### src/rtl/alarm_low_limit_defs.vh
/*
  Constants for the low alarm limit bank and the command echo register:
  register addresses, field positions, reset values and frame counts.
  Assumes it is included by bare name from the design files.
*/
// Functional notes
// RL1: each channel has a read/write upper byte of its low limit; ch0 at 18h.
// RL2: each channel has a read/write lower byte of its low limit; ch0 at 19h.
// RL3: effective limit is upper byte as bits 15:8, lower byte as 7:0.
// RL4: both limit bytes of every channel read zero after reset.
// RL5: limit pair exists for every channel, eight or four by variant.
// RL6: read-only command echo register sits at 3Fh.
// RL7: echo read returns the command executed in the previous frame.
// RL8: echo word leaves on the serial output MSB first from 16th falling edge.
// RL9: first eight bits carry the command, next eight bits are zero.
// RL10: host may stop an echo read after the 24th serial clock.
// RL11: echo holds upper byte of previous command, reads zero after reset.
`ifndef ALARM_LOW_LIMIT_DEFS_VH
`define ALARM_LOW_LIMIT_DEFS_VH

// ==================================================================
// register map
`define ADDR_LL_UPPER_CH0   7'h18
`define ADDR_LL_LOWER_CH0   7'h19
`define ADDR_CH_STRIDE      7'h05
`define ADDR_CMD_ECHO       7'h3F

// ==================================================================
// reset values
`define LL_BYTE_RESET       8'h00
`define CMD_ECHO_RESET      8'h00
`define READ_PAD            8'h00

// ==================================================================
// serial word layout
`define WORD_LAST_BIT       6'h0F
`define ECHO_FIRST_FALL     6'h0F
`define CNT_SATURATE        6'h3F
`define CMD_FLAG_BIT        15
`define ADDR_MSB            15
`define ADDR_LSB            9
`define WRITE_FLAG_BIT      8
`define NO_OP_WORD          16'h0000

`endif

### src/rtl/alarm_low_limit_and_cmd_echo.v
/*
  Serial-side register slice: per-channel low alarm limit bytes and the
  read-only echo of the previously executed command word.
  Assumes the serial pins are synchronous to clk and that the serial
  clock is slow enough for both of its edges to be seen by clk.
  A frame is the time chip select is low; its first 16 rising serial
  clock edges carry the word, MSB first.
*/
`timescale 1ns/1ps
`include "alarm_low_limit_defs.vh"

module alarm_low_limit_and_cmd_echo #(
    parameter NUM_CHANNELS = 8
) (
    input  wire                      clk,
    input  wire                      rst_n,
    input  wire                      serialClk,
    input  wire                      chipSelN,
    input  wire                      serialInLine,
    output reg                       serialOutLine,
    output wire [16*NUM_CHANNELS-1:0] chanLowAlarmLimit,
    output wire [7:0]                commandEcho
);

    // ==================================================================
    // pin history and edge events
    reg        serialClkPrev_q;
    reg        chipSelPrev_q;
    wire       riseEvent;
    wire       fallEvent;
    wire       frameEnd;

    always @(posedge clk or negedge rst_n) begin
        if (!rst_n) begin
            serialClkPrev_q <= 1'b0;
            chipSelPrev_q   <= 1'b1;
        end else begin
            serialClkPrev_q <= serialClk;
            chipSelPrev_q   <= chipSelN;
        end
    end

    assign riseEvent = serialClk & ~serialClkPrev_q & ~chipSelN;
    assign fallEvent = ~serialClk & serialClkPrev_q & ~chipSelN;
    assign frameEnd  = chipSelN & ~chipSelPrev_q;

    // ==================================================================
    // frame counters and input shifter
    reg  [14:0] shiftIn_q;
    reg  [14:0] shiftIn_d;
    reg  [5:0]  riseCnt_q;
    reg  [5:0]  riseCnt_d;
    reg  [5:0]  fallCnt_q;
    reg  [5:0]  fallCnt_d;

    always @* begin
        shiftIn_d = shiftIn_q;
        riseCnt_d = riseCnt_q;
        fallCnt_d = fallCnt_q;
        if (chipSelN) begin
            shiftIn_d = 15'h0000;
            riseCnt_d = 6'h00;
            fallCnt_d = 6'h00;
        end else begin
            if (riseEvent) begin
                shiftIn_d = {shiftIn_q[13:0], serialInLine};
                // counters stop at the top so long frames stay harmless
                if (riseCnt_q != `CNT_SATURATE) begin
                    riseCnt_d = riseCnt_q + 6'h01;
                end
            end
            if (fallEvent && fallCnt_q != `CNT_SATURATE) begin
                fallCnt_d = fallCnt_q + 6'h01;
            end
        end
    end

    always @(posedge clk or negedge rst_n) begin
        if (!rst_n) begin
            shiftIn_q <= 15'h0000;
            riseCnt_q <= 6'h00;
            fallCnt_q <= 6'h00;
        end else begin
            shiftIn_q <= shiftIn_d;
            riseCnt_q <= riseCnt_d;
            fallCnt_q <= fallCnt_d;
        end
    end

    // ==================================================================
    // word decode
    wire [15:0] word;
    wire        wordDone;
    wire        isCommand;
    wire [6:0]  progAddr;
    wire        progWrite;
    wire [7:0]  progData;
    wire        progWriteStrobe;
    wire        progReadStrobe;

    assign word      = {shiftIn_q, serialInLine};
    assign wordDone  = riseEvent && (riseCnt_q == `WORD_LAST_BIT);
    // program accesses carry a 7-bit address with the top bit clear;
    // anything else, and the all-zero word, is an operating command
    assign isCommand = word[`CMD_FLAG_BIT] | (word == `NO_OP_WORD);
    assign progAddr  = word[`ADDR_MSB:`ADDR_LSB];
    assign progWrite = word[`WRITE_FLAG_BIT];
    assign progData  = word[7:0];

    assign progWriteStrobe = wordDone & ~isCommand & progWrite;
    assign progReadStrobe  = wordDone & ~isCommand & ~progWrite;

    // ==================================================================
    // per-channel limit registers
    genvar ch;
    generate
        for (ch = 0; ch < NUM_CHANNELS; ch = ch + 1) begin : gLimit
            localparam [6:0] UPPER_ADDR =
                `ADDR_LL_UPPER_CH0 + ch * `ADDR_CH_STRIDE;
            localparam [6:0] LOWER_ADDR =
                `ADDR_LL_LOWER_CH0 + ch * `ADDR_CH_STRIDE;
            wire writeUpper;
            wire writeLower;

            assign writeUpper = progWriteStrobe &
                                (progAddr == UPPER_ADDR);    // [RL1]
            assign writeLower = progWriteStrobe &
                                (progAddr == LOWER_ADDR);    // [RL2]

            limit_byte_pair uPair (                          // [RL5]
                .clk        (clk),
                .rst_n      (rst_n),
                .writeUpper (writeUpper),
                .writeLower (writeLower),
                .writeData  (progData),
                .limitValue (chanLowAlarmLimit[16*ch +: 16])
            );
        end
    endgenerate

    // ==================================================================
    // command echo state, declared ahead of the read mux that reads it
    reg [7:0] echo_q;
    reg [7:0] echo_d;
    reg [7:0] pendingCmd_q;
    reg [7:0] pendingCmd_d;
    reg       pendingValid_q;
    reg       pendingValid_d;

    // ==================================================================
    // read data selection
    reg [7:0] readData;
    reg [6:0] upperAddr;
    integer   k;

    always @* begin
        readData  = `READ_PAD;
        upperAddr = `ADDR_LL_UPPER_CH0;
        // unmapped addresses, including the other alarm fields, read zero
        for (k = 0; k < NUM_CHANNELS; k = k + 1) begin
            if (progAddr == upperAddr) begin
                readData = chanLowAlarmLimit[16*k+8 +: 8];   // [RL1]
            end
            if (progAddr == upperAddr + 7'h01) begin
                readData = chanLowAlarmLimit[16*k +: 8];     // [RL2]
            end
            upperAddr = upperAddr + `ADDR_CH_STRIDE;
        end
        if (progAddr == `ADDR_CMD_ECHO) begin
            readData = echo_q;                               // [RL6] [RL7]
        end
    end

    // ==================================================================
    // command echo
    always @* begin
        echo_d         = echo_q;
        pendingCmd_d   = pendingCmd_q;
        pendingValid_d = pendingValid_q;
        if (wordDone && isCommand) begin
            pendingCmd_d   = word[15:8];                     // [RL11]
            pendingValid_d = 1'b1;
        end
        // the echo only moves once the frame is over, so a read inside
        // a frame always sees the command of an earlier frame
        if (frameEnd) begin
            if (pendingValid_q) begin
                echo_d = pendingCmd_q;                       // [RL7]
            end
            pendingValid_d = 1'b0;
        end
    end

    always @(posedge clk or negedge rst_n) begin
        if (!rst_n) begin
            echo_q         <= `CMD_ECHO_RESET;               // [RL11]
            pendingCmd_q   <= `CMD_ECHO_RESET;
            pendingValid_q <= 1'b0;
        end else begin
            echo_q         <= echo_d;
            pendingCmd_q   <= pendingCmd_d;
            pendingValid_q <= pendingValid_d;
        end
    end

    assign commandEcho = echo_q;

    // ==================================================================
    // serial output
    reg [15:0] outShift_q;
    reg [15:0] outShift_d;
    reg        serialOut_d;

    always @* begin
        outShift_d  = outShift_q;
        serialOut_d = serialOutLine;
        if (chipSelN) begin
            outShift_d  = 16'h0000;
            serialOut_d = 1'b0;
        end else begin
            if (progReadStrobe) begin
                // data byte first, then eight zero bits
                outShift_d = {readData, `READ_PAD};          // [RL9]
            end
            // the 16th rising edge loads before the 16th falling edge
            if (fallEvent && fallCnt_q >= `ECHO_FIRST_FALL) begin
                serialOut_d = outShift_q[15];                // [RL8]
                outShift_d  = {outShift_q[14:0], 1'b0};      // [RL8]
            end
        end
    end

    // once the sixteen bits are out the line stays low; a host may end
    // the frame any time after the 24th clock without losing anything
    always @(posedge clk or negedge rst_n) begin
        if (!rst_n) begin
            outShift_q    <= 16'h0000;
            serialOutLine <= 1'b0;
        end else begin
            outShift_q    <= outShift_d;
            serialOutLine <= serialOut_d;                    // [RL10]
        end
    end

endmodule

### src/rtl/limit_byte_pair.v
/*
  One channel's low alarm limit: an upper and a lower byte register
  joined into the 16-bit limit used by the alarm comparator.
  Assumes write strobes are single-cycle pulses in the clk domain.
*/
`timescale 1ns/1ps
`include "alarm_low_limit_defs.vh"

module limit_byte_pair (
    input  wire        clk,
    input  wire        rst_n,
    input  wire        writeUpper,
    input  wire        writeLower,
    input  wire [7:0]  writeData,
    output reg  [15:0] limitValue
);

    // ==================================================================
    // byte registers, stored already joined
    always @(posedge clk or negedge rst_n) begin
        if (!rst_n) begin
            limitValue <= {`LL_BYTE_RESET, `LL_BYTE_RESET};   // [RL4]
        end else begin
            if (writeUpper) begin
                limitValue[15:8] <= writeData;               // [RL1] [RL3]
            end
            if (writeLower) begin
                limitValue[7:0] <= writeData;                // [RL2] [RL3]
            end
        end
    end

endmodule

### config.mk
export PLATFORM = sky130hd
export DESIGN_NAME = alarm_low_limit_and_cmd_echo
export DESIGN_NICKNAME = d
export VERILOG_FILES = /design/src/rtl/alarm_low_limit_and_cmd_echo.v /design/src/rtl/limit_byte_pair.v
export VERILOG_INCLUDE_DIRS = /design/src /design/src/rtl
export SDC_FILE = /design/constraint.sdc
export NUM_CORES = 1
export LEC_CHECK = 0
export BUFFER_PORTS_ARGS = -buffer_cell sky130_fd_sc_hd__buf_2
export CAP_MARGIN = 20
export CORE_UTILIZATION = 51
export DETAILED_ROUTE_END_ITERATION = 8
export GPL_TIMING_DRIVEN = 0
export PLACE_DENSITY_LB_ADDON = 0.25
export SLEW_MARGIN = 10
export SYNTH_ARGS = -nofsm -noshare
export SYNTH_HDL_FRONTEND = slang
export SYNTH_HIERARCHICAL = 1
export SYNTH_SLANG_ARGS = --single-unit
### constraint.sdc
create_clock -name clk -period 2.8 [get_ports clk]
set_clock_uncertainty 0.15 [all_clocks]
set_input_delay 0.14 -clock clk [delete_from_list [all_inputs] [get_ports clk]]
set_output_delay 0.14 -clock clk [all_outputs]
set_load 0.02 [all_outputs]
==> results.rst, run 1 <==
.. list-table::
   :header-rows: 1

   * - Metric
     - Value
   * - Type of destination of the critical path
     - register
   * - Static power due to leakage
     - 0.005415 µW
   * - Maximum clock path buffer count
     - 2
   * - Post-Syn Area
     - 9343 µm²
   * - Area of the core region
     - 17,960 µm²
   * - Final Max Tran Viols
     - 0
   * - H-tree depth
     - 4
   * - Type of origin of the critical path
     - register
   * - Iteration-0 DRC count of the detailed router
     - 725
   * - Post-Route Setup TNS
     - -0.04942 ns
   * - Power density over the cells
     - 481.0 nW/µm²
   * - Number of nets in the final layout
     - 918
   * - Dominant cell type by area after synthesis
     - dfrtp_1
   * - Mean number of vias per cell
     - 6.148
   * - Number of enable-type register cells in the synthesized netlist
     - 0
   * - Total Routing Usage GR
     - 30.48%
   * - Avg Cell Area, Syn
     - 12.57 µm²
   * - Post-Syn Instances
     - 743
   * - Final std cell area, no fill
     - 11,190 µm²
   * - Origin of the worst min-delay path
     - serialInLine
   * - Sink count of the clock tree
     - 183
   * - Post-synth top flop
     - dfrtp_1
   * - Number of flip-flops and latches in the synthesized netlist
     - 183
   * - Count of nets left with antenna violations after detail routing
     - 0
   * - Distinct cell type count of the synthesized netlist
     - 70
   * - Worst setup startpoint
     - shiftIn_q[10]$_DFFE_PN0P_
   * - Leading cell types in the layout, fill and taps excluded
     - dfrtp_1 (175), buf_2 (156), mux2_4 (128)
   * - Width of the die
     - 137.3 µm
   * - Pin count of the biggest net entering global routing
     - 101
   * - Detailed placer's ending HPWL
     - 19,180 µm
   * - Fraction of registers with async set/reset
     - 100.0%
   * - Top cell type's share of synthesized area
     - 48.75%
   * - Final critical-path setup slack
     - -0.03088 ns
   * - Layout cells sized above 1
     - 42.32%
   * - First-pass iteration count of the detailed router
     - 5
   * - Filler cell count
     - 1,428
   * - Violated checks
     - setup timing
   * - Nets in the synthesized netlist
     - 750
   * - Fraction of the core area covered by cells at the end of the flow
     - 62.28%
   * - Most frequent cell on the critical path
     - clkbuf_4
   * - Number of antenna cells inserted
     - 0
   * - Crit path max-delay cell type
     - dfrtp_1
   * - Reg2reg start
     - shiftIn_q[10]$_DFFE_PN0P_
   * - Total cell area at the placement stage
     - 10,370 µm²
   * - Remaining design rule violation count
     - 0
   * - Synth warn
     - 6
   * - PortBufs
     - 141
   * - Pre-CTS setup slack
     - -0.5722 ns
   * - Seq/Total Area, Yosys
     - 49.03%
   * - Achievable clock frequency
     - 0.3532 GHz
   * - Clock tree from TritonCTS
     - built
   * - Final Hold Fails
     - 0
   * - Die Ht
     - 137.3 µm
   * - Final wirelength
     - 27,700 µm
   * - Overall via count from detail_route
     - 7,089
   * - Initial antenna violation count
     - 0
   * - Rel. slew slack
     - 43.97%
   * - Num rows
     - 49
   * - Number of failing setup endpoints in the final timing report
     - 2
   * - Worst VDD drop
     - 435.6 µV
   * - Transition time at the pin with the least slew margin
     - 0.8368 ns
   * - Vias in the first global route
     - 6,781
   * - Final Critical Period
     - 2.831 ns
   * - WL/cell
     - 24.03 µm
   * - Share of the clock period used by the worst path
     - 101.1%
   * - Data required time of the worst path
     - 2.98 ns
   * - Number of I/O pins
     - 142
   * - Number of max-capacitance violations reported
     - 0
   * - Slowest Stage Delay on Critical Path
     - 0.41 ns
   * - Top post-synthesis cells by area
     - dfrtp_1 (49%), mux2_4 (21%), nor2_1 (2.1%), mux2_2 (2.0%), buf_6 (1.9%)
   * - Run status
     - finished with violations
   * - Area of the die
     - 18,860 µm²
   * - Initial core utilization
     - 52.01%
   * - Worst hold path type
     - primary input to register
   * - Final RePlAce weighted congestion
     - 0.8958
   * - Sum of overflow across all layers after global routing
     - 0
   * - Wire length of the first global-routing pass
     - 41,350 µm
   * - Most common cell after layout, fill and taps aside
     - dfrtp_1
   * - Data arrival time at the worst-slack endpoint
     - 3.01 ns
   * - Setup Crit Path Kind
     - register to register
   * - Clock edge transition at the registers on the reported setup and hold paths
     - 0.07 ns
   * - Cell breakdown of the critical path
     - buf_2, clkbuf_4, clkbuf_4, mux2i_1, a31oi_1, o22ai_1, nand4_1, a32o_1
   * - Syn-to-layout area delta
     - 19.74%
   * - CTS Root Cell
     - clkbuf_16
   * - Max FO, Critical Path
     - 10
   * - Worst skew pair latency
     - 0.44 ns
   * - Num CTS Buffers
     - 17
-- path summary, 6_finish.rpt --
kind,cells past startpoint,slack [ns],end
worst max-delay path,8,-0.03,outShift_q[14]$_DFFE_PN0P_
worst min-delay path,2,0.11,shiftIn_q[0]$_DFFE_PN0P_
worst max register to register,8,-0.03,outShift_q[14]$_DFFE_PN0P_
worst min register to register,2,0.33,serialOutLine$_DFFE_PN0P_
max in group asynchronous,3,1.43,gLimit[6].uPair/limitValue[10]$_DFFE_PN0P_
min in group asynchronous,2,0.18,gLimit[0].uPair/limitValue[6]$_DFFE_PN0P_
-- Yosys cell counts, types with 3 or more instances --
| library cell | n |
|---|---|
| nor2_1 | 52 |
| o2bb2ai_1 | 5 |
| o21a_1 | 6 |
| a211oi_1 | 5 |
| a221oi_1 | 7 |
| a21oi_1 | 30 |
| and3_1 | 7 |
| nand4_1 | 5 |
| a221o_1 | 3 |
| nor4_1 | 5 |
| nor3_1 | 25 |
| a32o_1 | 7 |
| buf_1 | 3 |
| a22o_1 | 20 |
| mux2i_1 | 6 |
| nand4b_1 | 4 |
| nand2_1 | 31 |
| mux2_4 | 128 |
| mux2_2 | 17 |
| or3b_1 | 4 |
| nand3_1 | 10 |
| o21ai_0 | 18 |
| buf_6 | 16 |
| nand3b_1 | 5 |
| inv_1 | 9 |
| a22oi_1 | 15 |
| clkbuf_1 | 20 |
| nor2b_1 | 7 |
| a31oi_1 | 6 |
| xnor2_1 | 3 |
| nand2b_1 | 3 |
| dfrtp_1 | 182 |
| buf_2 | 13 |
| o32ai_1 | 4 |
| o211ai_1 | 3 |
| nor3b_1 | 3 |
| o22ai_1 | 11 |
| a311oi_1 | 3 |
-- cells by family (layout without fill, tap and decap cells) --
logic type | after synthesis | count (layout) | synth area share, %
flops | 183 | 183 | 49.03
mux | 151 | 151 | 23.26
simple gates | 185 | 185 | 11.12
fa+ha+maj | 2 | 2 | 0.2678
xor+xnor | 4 | 4 | 0.3751
buf+inv | 63 | 244 | 4.071
compound gates | 155 | 155 | 11.88
-- power by group --
group          switching [µW]  leakage (µW)  internal (µW)
registers                13.2       0.00253           2650
clock network            1060      0.000304           1540
logic                    84.5       0.00258           25.3
-- stage by stage --
| stage | cells | total power (µW) | hold slack, ns |
|---|---|---|---|
| floorplan | 743 | 2738 | -0.3056 |
| global placement | 1113 | 2813 | 0.1361 |
| detailed placement | 1114 | 2820 | 0.07797 |
| CTS | 1150 | 5389 | 0.09359 |
| global route | 1153 | 5505 | 0.1267 |
| finish | 1153 | 5381 | 0.1130 |
-- final cells by class --
class / count / area (µm²) / share of cell area [%]
multi-input combinational: 497 / 4456 / 39.83
buffer: 54 / 374.1 / 3.344
sequential: 183 / 4602 / 41.14
clock inverter: 11 / 171.4 / 1.532
tap: 229 / 286.5 / 2.561
timing repair buffer: 149 / 803.3 / 7.180
inverter: 9 / 33.78 / 0.3020
clock buffer: 21 / 460.4 / 4.116
-- per-layer routing --
layer  global-route usage, %  share of wire, %  vias up  wire, µm
li1                        -                 -     3111         -
met1                   43.25                44     3582     12190
met2                   44.73                45      345     12360
met3                   8.021               8.6       51      2373
met4                   11.11               2.8        0       777
met5                       0                 0        -         0
-- flip-flops by register name, summed over array words and instances, names as in the netlist --
register,cells
chipSelPrev_q,1
fallCnt_q,6
pendingValid_q,1
pendingCmd_q,8
outShift_q,8
riseCnt_q,6
commandEcho,8
gLimit.uPair/limitValue,128
serialOutLine,1
shiftIn_q,15
serialClkPrev_q,1
-- critical path, delay by kind of cell, from the launching register on --
family                 cells  cell delay (ns)
AO/OA/AOI/OAI              3             0.76
multiplexers               1             0.28
flip-flops                 1             0.41
buffers and inverters      3             0.83
AND/OR/NAND/NOR            1             0.28
-- timing repair --
item / in CTS / in global routing
hold buffers: 3 / 0
endpoints found under the hold margin: 102 / 0
pin swaps: 1 / 3
endpoints found under the setup margin: 134 / 119
setup buffers: 1 / 3
gates cloned: 0 / 0
gates resized for setup: 24 / 27
(Power assumes the default switching activity.)
==> run 2: changes to the inputs <==
--- a/config.mk
+++ b/config.mk
@@ -15,5 +15,4 @@
 export SLEW_MARGIN = 10
 export SYNTH_ARGS = -nofsm -noshare
 export SYNTH_HDL_FRONTEND = slang
-export SYNTH_HIERARCHICAL = 1
 export SYNTH_SLANG_ARGS = --single-unit
==> results.rst, run 2 <==
.. list-table::
   :header-rows: 1

   * - Metric
     - Value
   * - Number of I/O pins
     - 142
   * - Pin count of the biggest net entering global routing
     - 94
   * - Area of the die
     - 18,020 µm²
   * - Nets in the synthesized netlist
     - 775
   * - Top post-synthesis cells by area
     - dfrtp_1 (51%), mux2_2 (18%), a21oi_1 (2.3%), o21ai_0 (2.2%), mux2i_1 (2.0%)
   * - Final Critical Period
     - 2.777 ns
   * - H-tree depth
     - 4
   * - Crit path max-delay cell type
     - or4_4
   * - Layout cells sized above 1
     - 41.56%
   * - Area fraction in compound gates after synthesis
     - 12.09%
   * - Die Ht
     - 134.3 µm
   * - Number of failing setup endpoints in the final timing report
     - 0
   * - Remaining design rule violation count
     - 0
   * - Num rows
     - 47
   * - Post-Syn Area
     - 8920 µm²
   * - Final wirelength
     - 28,680 µm
   * - Type of destination of the critical path
     - register
   * - Power, Total
     - 5077 µW
   * - Fraction of registers with async set/reset
     - 100.0%
   * - Cell depth of the worst min-delay path
     - 3
   * - Run status
     - complete, no violations
   * - Most common cell in the synthesized netlist
     - dfrtp_1
   * - Simple-Gate Fraction of Synth Area
     - 12.92%
   * - Final std cell area, no fill
     - 10,970 µm²
   * - Num CTS Buffers
     - 17
   * - Width of the die
     - 134.3 µm
   * - Number of flip-flops and latches in the synthesized netlist
     - 183
   * - Worst reg2reg setup slack
     - 0.02 ns
   * - Number of antenna cells inserted
     - 0
   * - Reg2reg start
     - serialClkPrev_q$_DFF_PN0_
   * - WL/cell
     - 24.30 µm
   * - Number of enable-type register cells in the synthesized netlist
     - 0
   * - Main combinational cell family by area after synthesis
     - multiplexers
   * - CTS Root Cell
     - clkbuf_16
   * - Largest registers ranked by flip-flop count
     - gLimit.uPair.limitValue x128, shiftIn_q x15
   * - Leading cell types in the layout, fill and taps excluded
     - dfrtp_1 (182), buf_2 (149), mux2_2 (124)
   * - Worst skew pair latency
     - 0.44 ns
   * - Static power due to leakage
     - 0.005411 µW
   * - Count of nets left with antenna violations after detail routing
     - 0
   * - Final Max Tran Viols
     - 0
   * - Share of the clock period used by the worst path
     - 99.19%
   * - Number of max-capacitance violations reported
     - 0
   * - Dominant cell type by area after synthesis
     - dfrtp_1
   * - RSZ-0062 raised after global routing
     - true
   * - Max FO, Critical Path
     - 6
   * - Distinct cell type count of the synthesized netlist
     - 66
   * - Data required time of the worst path
     - 2.97 ns
   * - Avg Cell Area, Syn
     - 11.61 µm²
   * - Vias in the first global route
     - 7,111
   * - Transition time at the pin with the least slew margin
     - 0.8546 ns
   * - Setup Crit Path Kind
     - register to register
   * - Most common cell after layout, fill and taps aside
     - dfrtp_1
   * - Data arrival time at the worst-slack endpoint
     - 2.94 ns
   * - Fraction of the core area covered by cells at the end of the flow
     - 65.21%
   * - Cell breakdown of the critical path
     - or3b_4, or4_4, nor2_8, nand3_4, nor3_4, buf_6, mux2_2
   * - Power density over the cells
     - 462.9 nW/µm²
   * - Sink count of the clock tree
     - 183
   * - Wire length of the first global-routing pass
     - 42,790 µm
   * - Synth warn
     - 0
   * - Iteration-0 DRC count of the detailed router
     - 803
   * - Initial core utilization
     - 53.04%
   * - Number of placed cells counting well taps
     - 1,130
   * - Sum of overflow across all layers after global routing
     - 0
   * - Register name with the most flops
     - gLimit.uPair.limitValue
   * - Synthesized-area fraction occupied by xor and xnor cells
     - 0.3928%
   * - Number of flip-flops under the largest register name
     - 128
   * - Worst hold path type
     - primary input to register
   * - Proportion of synthesized area in mux cells
     - 20.20%
   * - End point of the worst hold path
     - chipSelPrev_q$_DFF_PN1_
   * - Worst VDD drop
     - 476.3 µV
   * - Final RePlAce weighted congestion
     - 0.9775
   * - Origin of the worst min-delay path
     - chipSelN
   * - Critical register-to-register path endpoint
     - gLimit[3].uPair.limitValue[13]$_DFFE_PN0P_
   * - Detailed placer's ending HPWL
     - 19,810 µm
   * - Final Hold Fails
     - 0
   * - Seq/Total Area, Yosys
     - 51.35%
   * - Clock tree from TritonCTS
     - built
   * - Post-synth top flop
     - dfrtp_1
   * - PortBufs
     - 141
   * - Commonest cells in the synthesized netlist
     - dfrtp_1 (182), mux2_2 (144), nor2_1 (48)
   * - Top cell type's share of synthesized area
     - 51.06%
   * - Slowest Stage Delay on Critical Path
     - 0.54 ns
   * - Maximum clock path buffer count
     - 2
   * - Number of non-filler instances in the completed layout
     - 1,180
   * - Syn-to-layout area delta
     - 22.96%
   * - Depth of the worst register-to-register path
     - 7
   * - Type of origin of the critical path
     - register
   * - Clock edge transition at the registers on the reported setup and hold paths
     - 0.07 ns
   * - First-pass iteration count of the detailed router
     - 5
   * - Total cell area at the placement stage
     - 9938 µm²
   * - Initial antenna violation count
     - 0
   * - Achievable clock frequency
     - 0.3600 GHz
   * - Mean number of vias per cell
     - 6.332
   * - Area of the core region
     - 16,820 µm²
   * - Overall via count from detail_route
     - 7,472
   * - Arithmetic-cell share of the synthesized area counting full adders, half adders and majority gates
     - 0.2805%
   * - Post-Syn Instances
     - 768
   * - Number of nets in the final layout
     - 954
   * - Total Routing Usage GR
     - 32.18%
   * - Rel. slew slack
     - 43.03%
run 2: cell types whose count changed after synthesis, moves of 14 or more:
cell and change:
mux2_4 -128, clkbuf_1 +18, buf_6 -16, mux2_2 +127
o21ai_0 +21, nand2b_1 +14
run 2: critical path, delay by kind of cell (launching register included):
| kind | cells | cell delay, ns |
|---|---|---|
| DFF | 1 | 0.39 |
| buffers and inverters | 1 | 0.18 |
| and+or+nand+nor | 5 | 1.60 |
| muxes | 1 | 0.34 |
run 2: per-stage QoR:
step | worst slack (ns) | TNS, ns | hold WS [ns]
CTS | -0.02941 | -0.02941 | 0.1924
global route | -0.04426 | -0.6973 | 0.01837
detailed placement | -0.3963 | -22.16 | 0.05287
finish | 0.02258 | 0 | 0.01582
global placement | -1.523 | -295.97 | 0.1484
floorplan | 0.2516 | 0 | -0.3056
run 2: area by class of cell:
class / instances / area (µm²)
flip-flops and latches: 183 / 4581
clock inverters: 9 / 65.06
well taps: 220 / 275.3
clock buffers: 23 / 488.0
fillers: 1355 / 5851
multi-input cells: 522 / 4283
plain buffers: 48 / 211.5
repair buffers: 167 / 1035
inverters: 8 / 30.03
run 2: what timing repair did:
item | in CTS | in global routing
buffers inserted | 12 | 9
setup endpoints to repair | 136 | 94
pin swaps | 8 | 8
hold endpoints to repair | 99 | 0
hold buffers | 4 | 0
gates resized for setup | 21 | 52
run 2: cells by family (layout without fill, tap and decap cells):
family | after synthesis | in the layout
flip-flops | 183 | 183
AO/OA/AOI/OAI | 163 | 163
multiplexers | 162 | 162
XOR/XNOR | 4 | 4
adder cells (fa/ha/maj) | 2 | 2
AND/OR/NAND/NOR | 191 | 191
buffers and inverters | 63 | 255
run 2: where the power goes:
part	switching (µW)	leakage (µW)	internal, µW
combinational	98.7	0.00259	32.2
sequential	5.61	0.00255	2650
clock	1050	0.000270	1240
run 2: worst max-delay path by stage:
| stage | slack [ns] | from | cells past startpoint | to |
|---|---|---|---|---|
| 6_report | 0.02 | serialClkPrev_q$_DFF_PN0_ | 7 | gLimit[3].uPair.limitValue[13]$_DFFE_PN0P_ |
| 5_1_grt | -0.04 | serialClkPrev_q$_DFF_PN0_ | 7 | gLimit[3].uPair.limitValue[13]$_DFFE_PN0P_ |
| 4_1_cts | -0.03 | shiftIn_q[13]$_DFFE_PN0P_ | 7 | outShift_q[15]$_DFFE_PN0P_ |
| 3_5_place_dp | -0.40 | shiftIn_q[8]$_DFFE_PN0P_ | 8 | outShift_q[10]$_DFFE_PN0P_ |
| 3_3_place_gp | -1.52 | rst_n | 1 | gLimit[6].uPair.limitValue[15]$_DFFE_PN0P_ |
| 2_1_floorplan | 0.25 | serialClkPrev_q$_DFF_PN0_ | 6 | gLimit[6].uPair.limitValue[0]$_DFFE_PN0P_ |
run 2: routing by layer:
metal | GRT usage (%) | part of all wire, %
met3 | 5.140 | 6.8
met2 | 49.88 | 47
met5 | 0 | 0
met1 | 44.74 | 42
met4 | 14.29 | 3.6
==> run 3: changes to the inputs <==
--- a/config.mk
+++ b/config.mk
@@ -6,6 +6,7 @@
 export SDC_FILE = /design/constraint.sdc
 export NUM_CORES = 1
 export LEC_CHECK = 0
+export ABC_AREA = 1
 export BUFFER_PORTS_ARGS = -buffer_cell sky130_fd_sc_hd__buf_2
 export CAP_MARGIN = 20
 export CORE_UTILIZATION = 51
==> results.rst, run 3 <==
.. list-table::
   :header-rows: 1

   * - Metric
     - Value
   * - Rel. slew slack
     - 40.91%
   * - Post-Syn Instances
     - 984
   * - Number of non-filler instances in the completed layout
     - 1,382
   * - Pin count of the biggest net entering global routing
     - 103
   * - Area fraction in compound gates after synthesis
     - 14.42%
   * - Power share of the clock group
     - 46.5%
   * - Clock tree from TritonCTS
     - built
   * - Main combinational cell family by area after synthesis
     - simple AND/OR/NAND/NOR gates
   * - H-tree depth
     - 4
   * - Nets in the synthesized netlist
     - 991
   * - Worst skew pair latency
     - 0.43 ns
   * - Initial antenna violation count
     - 0
   * - Number of failing setup endpoints in the final timing report
     - 0
   * - Number of flip-flops and latches in the synthesized netlist
     - 183
   * - Net switching fraction of the power
     - 21.31%
   * - Final RePlAce weighted congestion
     - 0.8654
   * - Worst hold margin
     - 0.1153 ns
   * - Layout cells sized above 1
     - 26.42%
   * - Count of nets left with antenna violations after detail routing
     - 0
   * - Sum of overflow across all layers after global routing
     - 0
   * - Fraction of the core area covered by cells at the end of the flow
     - 63.66%
   * - Initial core utilization
     - 52.92%
   * - Switching power
     - 1149 µW
   * - Register name with the most flops
     - gLimit.uPair.limitValue
   * - CTS Root Cell
     - clkbuf_16
   * - Most common cell in the synthesized netlist
     - nand2_1
   * - Final wirelength
     - 23,030 µm
   * - Simple-Gate Fraction of Synth Area
     - 25.01%
   * - Seq/Total Area, Yosys
     - 53.71%
   * - Wire length of the first global-routing pass
     - 36,600 µm
   * - Number of antenna cells inserted
     - 0
   * - Worst VDD drop
     - 401.4 µV
   * - WL/cell
     - 16.66 µm
   * - Worst hold path type
     - primary input to register
   * - Final Critical Period
     - 2.573 ns
   * - Type of origin of the critical path
     - register
   * - Avg Cell Area, Syn
     - 8.667 µm²
   * - Internal Dissipation
     - 4241 µW
   * - Mean number of vias per cell
     - 5.363
   * - Number of max-capacitance violations reported
     - 0
   * - Data arrival time at the worst-slack endpoint
     - 2.74 ns
   * - Final Max Tran Viols
     - 0
   * - Power density over the cells
     - 525.3 nW/µm²
   * - PortBufs
     - 141
   * - Fraction of registers with async set/reset
     - 100.0%
   * - Iteration-0 DRC count of the detailed router
     - 680
   * - Top cell type's share of synthesized area
     - 53.40%
   * - Overall via count from detail_route
     - 7,412
   * - Final Hold Fails
     - 0
   * - Sink count of the clock tree
     - 183
   * - Number of enable-type register cells in the synthesized netlist
     - 0
   * - Post-Route Setup TNS
     - 0 ns
   * - Clock edge transition at the registers on the reported setup and hold paths
     - 0.06 ns
   * - Run status
     - complete, no violations
   * - Detailed placer's ending HPWL
     - 16,170 µm
   * - Width of the die
     - 131.3 µm
   * - Proportion of synthesized area in mux cells
     - 0.2641%
   * - Num rows
     - 46
   * - RSZ-0062 raised after global routing
     - false
   * - Syn-to-layout area delta
     - 20.30%
   * - Synthesized-area fraction occupied by xor and xnor cells
     - 0%
   * - Total Routing Usage GR
     - 27.55%
   * - Area of the core region
     - 16,120 µm²
   * - Setup Crit Path Kind
     - register to register
   * - Die Ht
     - 131.3 µm
   * - Arithmetic-cell share of the synthesized area counting full adders, half adders and majority gates
     - 0.2934%
   * - Most common cell after layout, fill and taps aside
     - nand2_1
   * - Type of destination of the critical path
     - register
   * - Final std cell area, no fill
     - 10,260 µm²
   * - Number of I/O pins
     - 142
   * - Synth warn
     - 0
   * - Transition time at the pin with the least slew margin
     - 0.8863 ns
   * - Total cell area at the placement stage
     - 9542 µm²
   * - Commonest cells in the synthesized netlist
     - nand2_1 (306), dfrtp_1 (182), nor2_1 (87)
   * - Remaining design rule violation count
     - 0
   * - Number of nets in the final layout
     - 1,160
   * - Max FO, Critical Path
     - 6
   * - Number of flip-flops under the largest register name
     - 128
   * - First-pass iteration count of the detailed router
     - 6
   * - Static power due to leakage
     - 0.005220 µW
   * - Worst reg2reg setup slack
     - 0.23 ns
   * - Data required time of the worst path
     - 2.97 ns
   * - Num CTS Buffers
     - 17
   * - Achievable clock frequency
     - 0.3887 GHz
   * - Largest registers ranked by flip-flop count
     - gLimit.uPair.limitValue x128, shiftIn_q x15
   * - Dominant cell type by area after synthesis
     - dfrtp_1
   * - Area of the die
     - 17,240 µm²
   * - Post-Syn Area
     - 8528 µm²
   * - Number of placed cells counting well taps
     - 1,342
   * - Top post-synthesis cells by area
     - dfrtp_1 (53%), nand2_1 (13%), o21ai_2 (6.2%), o21ai_0 (4.2%), nor2_1 (3.8%)
   * - Maximum clock path buffer count
     - 2
   * - Vias in the first global route
     - 7,028
   * - Distinct cell type count of the synthesized netlist
     - 39
   * - Leading cell types in the layout, fill and taps excluded
     - nand2_1 (306), dfrtp_1 (182), buf_2 (146)
   * - Combinational group share of total power
     - 3.5%
   * - Sequential Power Share
     - 50.0%
   * - Post-synth top flop
     - dfrtp_1
   * - Share of the clock period used by the worst path
     - 91.89%
[run 3: cell count changes in the layout (fill, tap and decap cells not counted), moves of 14 or more]
| cell | delta |
|---|---|
| nand2_1 | +283 |
| mux2_2 | -122 |
| inv_1 | +64 |
| o21ai_2 | +62 |
| nor2_1 | +40 |
| o21ai_0 | +36 |
| a21oi_1 | -24 |
| nand3_1 | +21 |
| mux2_4 | -20 |
| mux2i_1 | -18 |
| o21ai_1 | +18 |
| nand2b_1 | -17 |
| nor2b_1 | -17 |
| a22o_1 | -14 |
[run 3: per-layer routing]
metal	vias up	wire, µm	track usage, %
met1	3519	10230	38.16
met2	296	10870	42.94
met5	-	0	0
met3	41	1435	4.745
li1	3556	-	-
met4	0	503	11.63
[run 3: area by class of cell]
type / count / area (µm²)
sequential: 183 / 4581
tap: 216 / 270.3
clock buffer: 25 / 505.5
buffer: 30 / 206.4
clock inverter: 7 / 115.1
multi-input combinational: 683 / 3428
fill: 1392 / 5856
timing repair buffer: 150 / 823.3
inverter: 88 / 330.3
[run 3: logic make-up after synthesis]
kind of cell | Yosys count
AND/OR/NAND/NOR | 486
AO/OA/AOI/OAI | 193
flip-flops | 183
buffers and inverters | 118
multiplexers | 2
adder cells (fa/ha/maj) | 2
[run 3: timing repair]
item                       in CTS  in global routing
resized for setup               0                  6
hold endpoints to repair      104                  0
hold buffers                    3                  0
setup endpoints to repair       0                  5
setup buffers                   0                  5
[run 3: worst paths after layout]
check / startpoint / to / depth (start not counted)
worst max-delay path: shiftIn_q[8]$_DFFE_PN0P_ / outShift_q[11]$_DFFE_PN0P_ / 17
worst min-delay path: serialInLine / gLimit[4].uPair.limitValue[0]$_DFFE_PN0P_ / 3
worst max register to register: shiftIn_q[8]$_DFFE_PN0P_ / outShift_q[11]$_DFFE_PN0P_ / 17
worst min register to register: outShift_q[12]$_DFFE_PN0P_ / outShift_q[12]$_DFFE_PN0P_ / 2
max in group asynchronous: rst_n / shiftIn_q[14]$_DFFE_PN0P_ / 3
min in group asynchronous: rst_n / gLimit[3].uPair.limitValue[15]$_DFFE_PN0P_ / 2
[run 3: power by group through the flow]
stage	combinational (µW)	clock, µW	sequential [µW]
after CTS	193	2520	2690
after global routing	212	2620	2700
after floorplan	63.1	0	2760
final	191	2510	2690
after global placement	180	0	2740
after detailed placement	190	0	2740
[run 3: stage by stage]
| stage | power [µW] | worst slack (ns) |
|---|---|---|
| after floorplan | 2824 | 0.6243 |
| after global placement | 2922 | -1.480 |
| after detailed placement | 2932 | 0.1560 |
| after CTS | 5410 | 0.1416 |
| after global routing | 5530 | 0.02072 |
| final | 5390 | 0.2271 |
[run 3: worst max-delay path: stages, from the launching register on]
cell and delay, ns:
dfrtp_1 0.43, inv_2 0.12, nand2_2 0.10, nor2_1 0.14, inv_2 0.07, nor2_4 0.19, inv_2 0.08, nor2_1 0.09
o21bai_2 0.14, nand4_1 0.18, nor2_1 0.17, nand3_1 0.11, nor2_1 0.16, nand3_1 0.09, nand2_1 0.08, nand3_1 0.06
nand2_1 0.06, nand2_1 0.05
